`src/an_status_pkg.sv`:
```
// package for the upper status word of the auto-negotiation results
// shared by the status block and its remote fault latch
package an_status_pkg;
    localparam int LP_WIDTH = 16;
    // link partner base page field positions
    localparam int LP_RF_HI = 13;
    localparam int LP_RF_LO = 12;
    localparam int LP_LINK_BIT = 15;
    localparam int LP_SPD_HI = 11;
    localparam int LP_SPD_LO = 10;
    localparam int LP_DUP_X = 5;
    localparam int LP_DUP_SG = 12;
    localparam int LP_PAUSE_HI = 8;
    localparam int LP_PAUSE_LO = 7;
    // upper status word field positions
    localparam int ST_WIDTH = 8;
    localparam int FLD_W = 2;
    localparam int ST_RF_LO = 0;
    localparam int ST_SPD_LO = 2;
    localparam int ST_DUP = 4;
    localparam int ST_FLT = 5;
    localparam int ST_PAUSE_LO = 6;
    // encodings
    localparam logic [1:0] RF_NONE = 2'h0;
    localparam logic [1:0] RF_LINK_FAIL = 2'h2;
    localparam logic [1:0] SPD_1000 = 2'h2;
    localparam logic [1:0] SPD_100 = 2'h1;
    localparam logic [1:0] SPD_10 = 2'h0;
    localparam logic [1:0] SPD_RSVD = 2'h3;
    localparam logic [1:0] PAUSE_NONE = 2'h0;
    localparam logic [1:0] PAUSE_SYM = 2'h1;
    localparam logic [1:0] PAUSE_ASYM = 2'h2;
    localparam logic [1:0] PAUSE_BOTH = 2'h3;
    localparam logic [7:0] STATUS_RESET = 8'h00;
    typedef enum logic [1:0] {
        MODE_BASEX,
        MODE_SGMII_MAC,
        MODE_SGMII_PHY
    } link_mode_e;
endpackage

```
`src/remote_fault_latch.sv`:
```
// sticky remote fault flag, cleared by a management read of register 1
// assumes fault detect and read strobe are on sys_clk_i
`timescale 1ns/10ps
`default_nettype none
module remote_fault_latch (
    input wire logic sys_clk_i, // core clock
    input wire logic rstn_i, // async reset, active low
    input wire logic fault_i, // fault seen this cycle
    input wire logic status_read_i, // read of status register 1
    output logic flag_o // latched fault flag
);
    import an_status_pkg::*;
    typedef struct packed {
        logic flag;
    } state_s;
    state_s st;
    state_s next_st;
    // =====================================================
    // latch: set wins over the clear
    always_comb begin
        next_st = st;
        if (fault_i) begin
            next_st.flag = 1'b1;
        end else if (status_read_i) begin
            next_st.flag = 1'b0;
        end
    end
    always_ff @(posedge sys_clk_i or negedge rstn_i) begin
        if (!rstn_i) begin
            st <= '0;
        end else begin
            st <= next_st;
        end
    end
    assign flag_o = st.flag;
endmodule // remote_fault_latch
`default_nettype wire

```
`src/an_status_upper.sv`:
```
// upper status word bits 15:8: auto-negotiation results
// assumes page and control inputs come from core logic on sys_clk_i
// Summary of operation
// - base-x fault code from partner page 13:12
// - sgmii phy side holds fault code 00
// - sgmii mac side: code 10 when link 0
// - base-x speed field tied to 10
// - sgmii speed codes 10/01/00, 11 reserved
// - sgmii speed from partner or own advert
// - duplex from page bit 5 or 12
// - bit 13 equals management fault bit 1.4
// - fault flag latched, cleared by status read
// - pause bits from partner page 8:7
// - pause codes none/sym/asym/both
`timescale 1ns/10ps
`default_nettype none
module an_status_upper (
    input wire logic sys_clk_i, // core clock 200 MHz
    input wire logic rstn_i, // async reset, active low
    input wire logic sgmii_i, // 1 sgmii, 0 base-x
    input wire logic phy_side_i, // sgmii phy side
    input wire logic an_enable_i, // auto-negotiation on
    input wire logic [an_status_pkg::LP_WIDTH-1:0] lp_page_i, // partner page
    input wire logic [an_status_pkg::LP_WIDTH-1:0] adv_i, // own advert reg 4
    input wire logic status_read_i, // read of register 1
    output logic [7:0] status_o, // status bits 15:8
    output logic fault_flag_o // mirror of register bit 1.4
);
    import an_status_pkg::*;
    typedef struct packed {
        logic [7:0] word;
    } state_s;
    state_s st;
    state_s next_st;
    link_mode_e mode;
    logic fault_now;
    logic flag;
    logic [1:0] rf_code;
    logic [1:0] spd_code;
    logic dup_bit;
    logic [1:0] pause_code;
    logic flag_upd;

    // =====================================================
    // elaboration checks: the field helpers rely on these
    if (LP_WIDTH <= LP_LINK_BIT) begin : g_chk_width
        $error("partner page too narrow for the link bit");
    end
    if (LP_WIDTH <= LP_DUP_X || LP_WIDTH <= LP_DUP_SG) begin : g_chk_dup
        $error("partner page too narrow for the duplex bits");
    end
    if (LP_RF_HI != LP_RF_LO + FLD_W - 1) begin : g_chk_rf
        $error("fault code field is not two adjacent bits");
    end
    if (LP_SPD_HI != LP_SPD_LO + FLD_W - 1) begin : g_chk_spd
        $error("speed field is not two adjacent bits");
    end
    if (LP_PAUSE_HI != LP_PAUSE_LO + FLD_W - 1) begin : g_chk_pause
        $error("pause field is not two adjacent bits");
    end
    if (LP_RF_HI >= LP_WIDTH || LP_SPD_HI >= LP_WIDTH ||
        LP_PAUSE_HI >= LP_WIDTH) begin : g_chk_hi
        $error("page fields reach past the page width");
    end
    if (ST_PAUSE_LO + FLD_W > ST_WIDTH) begin : g_chk_word
        $error("status fields do not fit the output word");
    end
    if (ST_DUP >= ST_FLT || ST_FLT >= ST_PAUSE_LO) begin : g_chk_order
        $error("status fields overlap");
    end
    if (RF_NONE == RF_LINK_FAIL) begin : g_chk_rf_code
        $error("fault codes must differ");
    end
    if (SPD_100 == SPD_1000 || SPD_10 == SPD_1000) begin : g_chk_spd_code
        $error("speed codes must differ");
    end
    if (ST_WIDTH != $bits(status_o)) begin : g_chk_port
        $error("status port width differs from the word");
    end
    if ($bits(STATUS_RESET) != ST_WIDTH) begin : g_chk_reset
        $error("reset value width differs from the word");
    end

    // =====================================================
    // field helpers
    // two-bit field starting at bit lo
    function automatic logic [1:0] fld(input logic [LP_WIDTH-1:0] v,
                                       input int lo);
        fld = v[lo+:FLD_W];
    endfunction

    // strap decode: base-x ignores the side strap
    function automatic link_mode_e mode_of(input logic sgmii,
            input logic phy);
        link_mode_e m;
        if (!sgmii) begin
            m = MODE_BASEX;
        end else if (phy) begin
            m = MODE_SGMII_PHY;
        end else begin
            m = MODE_SGMII_MAC;
        end
        return m;
    endfunction

    // remote fault type for bits 9:8
    function automatic logic [1:0] fault_code(input link_mode_e m,
            input logic [LP_WIDTH-1:0] p);
        logic [1:0] c;
        case (m)
            MODE_BASEX: c = fld(p, LP_RF_LO);
            MODE_SGMII_MAC: begin
                c = p[LP_LINK_BIT] ? RF_NONE : RF_LINK_FAIL;
            end
            default: c = RF_NONE;
        endcase
        return c;
    endfunction

    // speed for bits 11:10; sgmii codes pass through as sent
    function automatic logic [1:0] speed_code(input link_mode_e m,
            input logic [LP_WIDTH-1:0] p,
            input logic [LP_WIDTH-1:0] a);
        logic [1:0] s;
        case (m)
            MODE_BASEX: s = SPD_1000;
            MODE_SGMII_MAC: s = fld(p, LP_SPD_LO);
            default: s = fld(a, LP_SPD_LO);
        endcase
        return s;
    endfunction

    // duplex bit 12: 1 full, 0 half
    function automatic logic duplex_bit(input link_mode_e m,
            input logic [LP_WIDTH-1:0] p);
        logic d;
        if (m == MODE_BASEX) begin
            d = p[LP_DUP_X];
        end else begin
            d = p[LP_DUP_SG];
        end
        return d;
    endfunction

    // fault condition; the phy side never reports one
    function automatic logic fault_seen(input link_mode_e m,
            input logic an,
            input logic [LP_WIDTH-1:0] p);
        logic f;
        case (m)
            MODE_BASEX: f = an && (fld(p, LP_RF_LO) != RF_NONE);
            MODE_SGMII_MAC: f = an && !p[LP_LINK_BIT];
            default: f = 1'b0;
        endcase
        return f;
    endfunction

    // next flag value: a new fault wins over the clearing read
    function automatic logic flag_next(input logic cur,
            input logic seen,
            input logic rd);
        logic n;
        if (seen) begin
            n = 1'b1;
        end else if (rd) begin
            n = 1'b0;
        end else begin
            n = cur;
        end
        return n;
    endfunction

    // =====================================================
    // mode, fault and field decode
    always_comb begin
        mode = mode_of(sgmii_i, phy_side_i);
        fault_now = fault_seen(mode, an_enable_i, lp_page_i);
        rf_code = fault_code(mode, lp_page_i);
        spd_code = speed_code(mode, lp_page_i, adv_i);
        dup_bit = duplex_bit(mode, lp_page_i);
        pause_code = fld(lp_page_i, LP_PAUSE_LO);
        flag_upd = flag_next(flag, fault_now, status_read_i);
    end

    // register bit 1.4 lives in the latch
    remote_fault_latch u_fault (
        .sys_clk_i(sys_clk_i),
        .rstn_i(rstn_i),
        .fault_i(fault_now),
        .status_read_i(status_read_i),
        .flag_o(flag)
    );

    // =====================================================
    // status word assembly
    // bit 13 takes the latch's next value, so it never
    // trails register bit 1.4 by a cycle
    always_comb begin
        next_st = st;
        next_st.word[ST_RF_LO+:FLD_W] = rf_code;
        next_st.word[ST_SPD_LO+:FLD_W] = spd_code;
        next_st.word[ST_DUP] = dup_bit;
        next_st.word[ST_FLT] = flag_upd;
        next_st.word[ST_PAUSE_LO+:FLD_W] = pause_code;
    end

    // every field moves on the clock edge; the async reset clears the word at once
    always_ff @(posedge sys_clk_i or negedge rstn_i) begin
        if (!rstn_i) begin
            st.word <= STATUS_RESET;
        end else begin
            st <= next_st;
        end
    end

    // =====================================================
    // outputs
    assign status_o = st.word;
    assign fault_flag_o = flag;
endmodule // an_status_upper
`default_nettype wire

```
`config.mk`:
```
export PLATFORM = sky130hd
export DESIGN_NAME = an_status_upper
export DESIGN_NICKNAME = d
export VERILOG_FILES = /design/src/an_status_pkg.sv /design/src/remote_fault_latch.sv /design/src/an_status_upper.sv
export SDC_FILE = /design/constraint.sdc
export NUM_CORES = 1
export LEC_CHECK = 0
export BUFFER_PORTS_ARGS = -buffer_cell sky130_fd_sc_hd__buf_2
export CAP_MARGIN = 20
export CORE_AREA = 2 2 39 41
export CTS_BUF_LIST = sky130_fd_sc_hd__clkbuf_2 sky130_fd_sc_hd__clkbuf_4 sky130_fd_sc_hd__clkbuf_8
export CTS_CLUSTER_SIZE = 12
export DETAILED_ROUTE_END_ITERATION = 8
export DIE_AREA = 0 0 41 43
export GPL_TIMING_DRIVEN = 0
export HOLD_SLACK_MARGIN = 0.12
export PLACE_DENSITY_LB_ADDON = 0.2
export SYNTH_ARGS = -nofsm -noshare
export SYNTH_HDL_FRONTEND = slang
export SYNTH_SLANG_ARGS = --single-unit
```
`constraint.sdc`:
```
create_clock -name sys_clk_i -period 0.8 [get_ports sys_clk_i]
set_input_delay 0.16 -clock sys_clk_i [delete_from_list [all_inputs] [get_ports sys_clk_i]]
set_output_delay 0.16 -clock sys_clk_i [all_outputs]
set_load 0.02 [all_outputs]
```
==> impl_metrics.env, run 1 <==
export IMPL_status="finished with violations"
export IMPL_violations="setup timing"
export IMPL_p_clk_share_pct=30.4
export IMPL_yosys_area_share_simple_pct=13.4
export IMPL_cpMostUsedCell="buf_6"
export IMPL_fin_setup_tns_ps=-1090
export IMPL_synth_top_family_by_area="multiplexers"
export IMPL_fmaxAchievable_ghz=0.965
export IMPL_yosysTopAreaCell="dfrtp_1"
export IMPL_cts_buffer_depth=2
export IMPL_finClkSkew_ps=0
export IMPL_min_path_type="in -> reg"
export IMPL_clk_pin_slew_worst_paths_ps=50
export IMPL_area_delta_synth_final_pct=82.5
export IMPL_path_class="reg -> out"
export IMPL_tightest_slew_ps=221
export IMPL_synth_fp_nets=60
export IMPL_yosys_area_share_xor_xnor_pct=0
export IMPL_leakage_nw=0.291
export IMPL_r2r_start="status_o[5]$_DFF_PN0_"
export IMPL_startpoint_type="flip-flop"
export IMPL_rsz0062_at_grt="yes"
export IMPL_h_tree_depth=1
export IMPL_critical_path_required_ps=640
export IMPL_ir_worst_vdd_v=0.000588
export IMPL_cts_buffers=3
export IMPL_nets=93
export IMPL_hpwlAfterDp_um=478
export IMPL_ys_ff_latch=8
export IMPL_ant_nets=0
export IMPL_via_count=266
export IMPL_ys_seq_area_share_pct=65.0
export IMPL_p_seq_share_pct=46.2
export IMPL_start_util_pct=22.2
export IMPL_whs_endpoint="status_o[4]$_DFF_PN0_"
export IMPL_yosys_area_top_type_share_pct=65.0
export IMPL_cp_end_kind="output pin"
export IMPL_drtIter0Drc=1
export IMPL_clockRootBuffer="clkbuf_4"
export IMPL_die_height_um=43
export IMPL_crit_path_cell_trace="buf_6 > buf_6"
export IMPL_internal_power_mw=0.735
export IMPL_period_needed_ps=1040
export IMPL_worstHoldStart="lp_page_i[5]"
export IMPL_cp_num_buf_inv=2
export IMPL_design_die_area_um2=1760
export IMPL_antennaDiodeCount=0
export IMPL_hold_violations=0
export IMPL_r2r_slack_ps=0
export IMPL_drc_errors=0
export IMPL_synth_area_mux_share_pct=15.0
export IMPL_fin_crit_sh_pct=130
export IMPL_yosys_top_cells_area="dfrtp_1 (65%), mux2i_1 (6.5%), mux2_4 (4.9%)"
export IMPL_setup_ws_ps=-237
export IMPL_cp_slowest_stage_delay_ps=390
export IMPL_cts_tree="yes"
export IMPL_largest_register_ffs=8
export IMPL_synth_compound_area_share_pct=2.85
export IMPL_hold_depth=2
export IMPL_grtUsageTotal_pct=9.11
export IMPL_slew_violations=0
export IMPL_crit_fanout=3
export IMPL_portBuffers=24
export IMPL_final_cell_mix="buf_2 (16), buf_6 (9), dfrtp_1 (8), clkbuf_4 (3), dlygate4sd3_1 (3)"
export IMPL_antenna_found_initial=0
export IMPL_power_switching_share_pct=24.0
export IMPL_drv_cap=0
export IMPL_cp_arrival_ps=880
export IMPL_grt_ovfl_total=0
export IMPL_io_pins=47
export IMPL_final_common_cell="buf_2"
export IMPL_numClockSinks=8
export IMPL_num_rows=14
export IMPL_comb_power_share_pct=23.4
export IMPL_clk_latency_ps=250
export IMPL_crit_family="flip-flops"
export IMPL_die_w_um=41
export IMPL_mappedNetlistArea_um2=308
export IMPL_routed_wl_um=597
export IMPL_gp_congestion=0.600
export IMPL_grt_pass1_vias=239
export IMPL_cp_slowest_cell="dfrtp_1"
export IMPL_yosysWarnings=0
export IMPL_drive_gt1_share_pct=56.6
export IMPL_power_switching_mw=0.232
export IMPL_grt_max_degree=9
export IMPL_setup_viol=9
export IMPL_rr_endpoint="status_o[5]$_DFF_PN0_"
export IMPL_wl_per_cell_um=8.65
export IMPL_postSynthCellCount=22
export IMPL_synth_cell_types=12
export IMPL_ff2ff_path_depth=3
export IMPL_slew_headroom_pct=85.1
export IMPL_via_per_inst=3.86
export IMPL_core_um2=1380
export IMPL_pre_cts_ws_ps=-13.7
export IMPL_grt_first_pass_wirelength_um=945
export IMPL_synth_adder_area_share_pct=0
export IMPL_syn_avg_cell_area_um2=14.0
export IMPL_pwr_density_cell_nw_per_um2=1720
export IMPL_firstDrtPassIters=3
==> power groups by stage <==
stage	Sequential [mW]	Combinational (mW)	Clock (mW)
final	0.447	0.226	0.294
after CTS	0.447	0.230	0.310
after floorplan	0.486	0.0484	0
after global routing	0.450	0.246	0.334
after global placement	0.449	0.172	0
after detailed placement	0.448	0.173	0
==> layer usage <==
layer	wire length, µm	GRT usage, %
met5	0	0
met3	64	3.14
met4	19	12.0
met2	284	11.3
met1	228	9.90
==> kinds of logic (layout without fill, tap and decap cells) <==
kind of cell / Yosys count / after routing
DFF: 8 / 8
and+or+nand+nor: 7 / 7
muxes: 4 / 4
buffers and inverters: 2 / 33
AOI/OAI and AO/OA: 1 / 1
==> per-stage QoR <==
step | power, mW | util (%) | hold WS (ps) | cell area, µm² | instances
5_1_grt | 1.03 | 40.6 | 126 | 562 | 69
3_3_place_gp | 0.621 | 32.4 | 10.9 | 448 | 62
4_1_cts | 0.987 | 40.6 | 121 | 562 | 69
6_report | 0.967 | 40.6 | 126 | 562 | 69
3_5_place_dp | 0.621 | 32.4 | 11.6 | 448 | 62
2_1_floorplan | 0.534 | - | -136 | 308 | 22
==> cell type report <==
type	instances	area, µm²
clock buffer	3	22.5
inverter	1	3.75
sequential	8	200
multi-input combinational	12	96.3
timing repair buffer	28	208
fill	132	822
buffer	1	11.3
tap	16	20.0
==> worst max path at each step <==
stage                           from           to  slack, ps  depth (start not counted)
2_1_floorplan  status_o[5]$_DFF_PN0_  status_o[5]         10                          1
3_3_place_gp   status_o[5]$_DFF_PN0_  status_o[5]        -20                          2
3_5_place_dp   status_o[5]$_DFF_PN0_  status_o[5]        -10                          2
4_1_cts        status_o[5]$_DFF_PN0_  status_o[5]       -250                          2
5_1_grt        status_o[5]$_DFF_PN0_  status_o[5]       -280                          2
6_report       status_o[5]$_DFF_PN0_  status_o[5]       -240                          2
==> cells in the mapped netlist <==
cell,number
nand2_1,1
dfrtp_1,8
mux2_4,1
o311ai_1,1
nand2b_1,1
buf_4,1
nand4bb_1,1
mux2_1,1
nor2_1,2
inv_1,1
mux2i_1,2
nor2b_1,2
==> what timing repair did <==
action,CTS,global route
setup endpoints to repair,9,10
hold buffers,3,0
endpoints found under the hold margin,10,0
cloned,0,0
resized for setup,17,0
setup buffers,1,0
Power figures use the tool's default switching activity.
==> inputs of run 2 (changes only) <==
Settings changed: PLACE_DENSITY_LB_ADDON 0.2 to 0.12.
==> run 2 against run 1 <==
Against the previous run:
- the run still ends with setup timing left
- routed wire length grew 4.9%
- combinational power shrank 3%
- design area shrank 1.3%
- global-route usage shrank 0.29 points
- critical endpoint unchanged
==> impl_metrics.env, run 2 (synthesis results as in run 1) <==
export IMPL_fin_util_pct=40.1
export IMPL_drv_cap=0
export IMPL_clk_latency_ps=240
export IMPL_start_util_pct=22.2
export IMPL_numClockSinks=8
export IMPL_firstDrtPassIters=1
export IMPL_hpwlAfterDp_um=532
export IMPL_grt_ovfl_total=0
export IMPL_setup_ws_ps=-245
export IMPL_p_clk_share_pct=30.3
export IMPL_drc_errors=0
export IMPL_cp_end_kind="output pin"
export IMPL_io_pins=47
export IMPL_grt_use_met1_pct=9.30
export IMPL_total_power_mw=0.957
export IMPL_antennaDiodeCount=0
export IMPL_comb_power_share_pct=22.9
export IMPL_via_count=268
export IMPL_pre_cts_ws_ps=-20.2
export IMPL_nets=92
export IMPL_multi_input_area_um2=96.3
export IMPL_die_w_um=41
export IMPL_cp_arrival_ps=890
export IMPL_fin_cells=68
export IMPL_grt_first_pass_wirelength_um=1010
export IMPL_violations="setup timing"
export IMPL_slew_headroom_pct=85.9
export IMPL_grt_max_degree=9
export IMPL_crit_path_cell_trace="buf_6 > buf_6"
export IMPL_crit_fanout=3
export IMPL_setup_viol=9
export IMPL_design_die_area_um2=1760
export IMPL_tightest_slew_ps=209
export IMPL_nFillCells=146
export IMPL_ant_nets=0
export IMPL_power_switching_share_pct=23.9
export IMPL_drive_gt1_share_pct=55.8
export IMPL_cp_slowest_stage_delay_ps=400
export IMPL_cts_buffer_depth=2
export IMPL_area_delta_synth_final_pct=80.1
export IMPL_status="finished with violations"
export IMPL_wl_per_cell_um=9.21
export IMPL_fin_setup_tns_ps=-1110
export IMPL_seq_area_um2=200
export IMPL_met2_usage_pct=12.5
export IMPL_portBuffers=24
export IMPL_min_path_type="in -> reg"
export IMPL_cts_buffers=3
export IMPL_leakage_nw=0.286
export IMPL_largest_register_ffs=8
export IMPL_p_seq_share_pct=46.9
export IMPL_gp_congestion=0.607
export IMPL_cp_slowest_cell="dfrtp_1"
export IMPL_ir_worst_vdd_v=0.000604
export IMPL_core_um2=1380
export IMPL_crit_family="flip-flops"
export IMPL_grtUsageTotal_pct=8.82
export IMPL_clockRootBuffer="clkbuf_4"
export IMPL_dp_cells=62
export IMPL_critical_path_required_ps=640
export IMPL_h_tree_depth=1
export IMPL_power_switching_mw=0.229
export IMPL_finClkSkew_ps=0
export IMPL_grt_pass1_vias=263
export IMPL_antenna_found_initial=0
export IMPL_clk_pin_slew_worst_paths_ps=50
export IMPL_slew_violations=0
export IMPL_cts_tree="yes"
export IMPL_rsz0062_at_grt="yes"
export IMPL_cp_num_buf_inv=2
export IMPL_period_needed_ps=1050
export IMPL_fmaxAchievable_ghz=0.957
export IMPL_via_per_inst=3.94
export IMPL_die_height_um=43
export IMPL_internal_power_mw=0.728
export IMPL_pwr_density_cell_nw_per_um2=1730
export IMPL_busiest_layer="met2"
export IMPL_hold_violations=0
export IMPL_startpoint_type="flip-flop"
export IMPL_num_rows=14
export IMPL_met3_usage_pct=5.24
export IMPL_path_class="reg -> out"
export IMPL_final_common_cell="buf_2"
export IMPL_cpMostUsedCell="buf_6"
export IMPL_routed_wl_um=626
export IMPL_final_cell_mix="buf_2 (16), buf_6 (9), dfrtp_1 (8), clkbuf_4 (3), dlygate4sd3_1 (3)"
export IMPL_drtIter0Drc=0
export IMPL_cts_setup_buffers=0
export IMPL_fin_crit_sh_pct=131
-- run 2: cell types whose count changed in the layout (fill, tap and decap cells not counted), sizes merged --
cell  before  now
buf       26   25
-- run 2: timing repair --
item                                    4_1_cts  5_1_grt
endpoints found under the hold margin        10        0
endpoints found under the setup margin        9        9
resized for setup                            17        0
hold buffers                                  3        0
-- run 2: worst paths after layout --
check                                            from  slack [ps]                    end  cells past startpoint
worst max-delay path            status_o[5]$_DFF_PN0_        -250            status_o[5]                      2
worst min-delay path                     lp_page_i[5]         130  status_o[4]$_DFF_PN0_                      2
worst max register to register  status_o[5]$_DFF_PN0_         100  status_o[5]$_DFF_PN0_                      2
worst min register to register  status_o[5]$_DFF_PN0_         570  status_o[5]$_DFF_PN0_                      2
max in group asynchronous                      rstn_i         350  status_o[5]$_DFF_PN0_                      2
min in group asynchronous                      rstn_i         290  status_o[7]$_DFF_PN0_                      2
-- run 2: final cells by class --
class                   instances  share of cell area (%)
clock buffers                   3                    4.06
repair buffers                 27                    36.1
well taps                      16                    3.61
inverters                       1                   0.677
plain buffers                   1                    2.03
multi-input cells              12                    17.4
flip-flops and latches          8                    36.1
-- run 2: routing by layer --
metal,vias up,share of wire (%)
li1,134,-
met2,15,53
met5,-,0
met4,0,0
met1,119,36
met3,0,11
-- run 2: through the flow --
step           area (µm²)  hold slack [ps]
6_report              554              135
3_3_place_gp          448             4.42
2_1_floorplan         308             -136
4_1_cts               554              127
5_1_grt               554              129
3_5_place_dp          448             8.71
-- run 2: power groups by stage --
stage,sequential (mW),clock (mW),combinational (mW)
after global placement,0.447,0,0.171
after global routing,0.450,0.339,0.236
after detailed placement,0.449,0,0.174
after CTS,0.449,0.307,0.222
after floorplan,0.486,0,0.0484
final,0.448,0.289,0.219
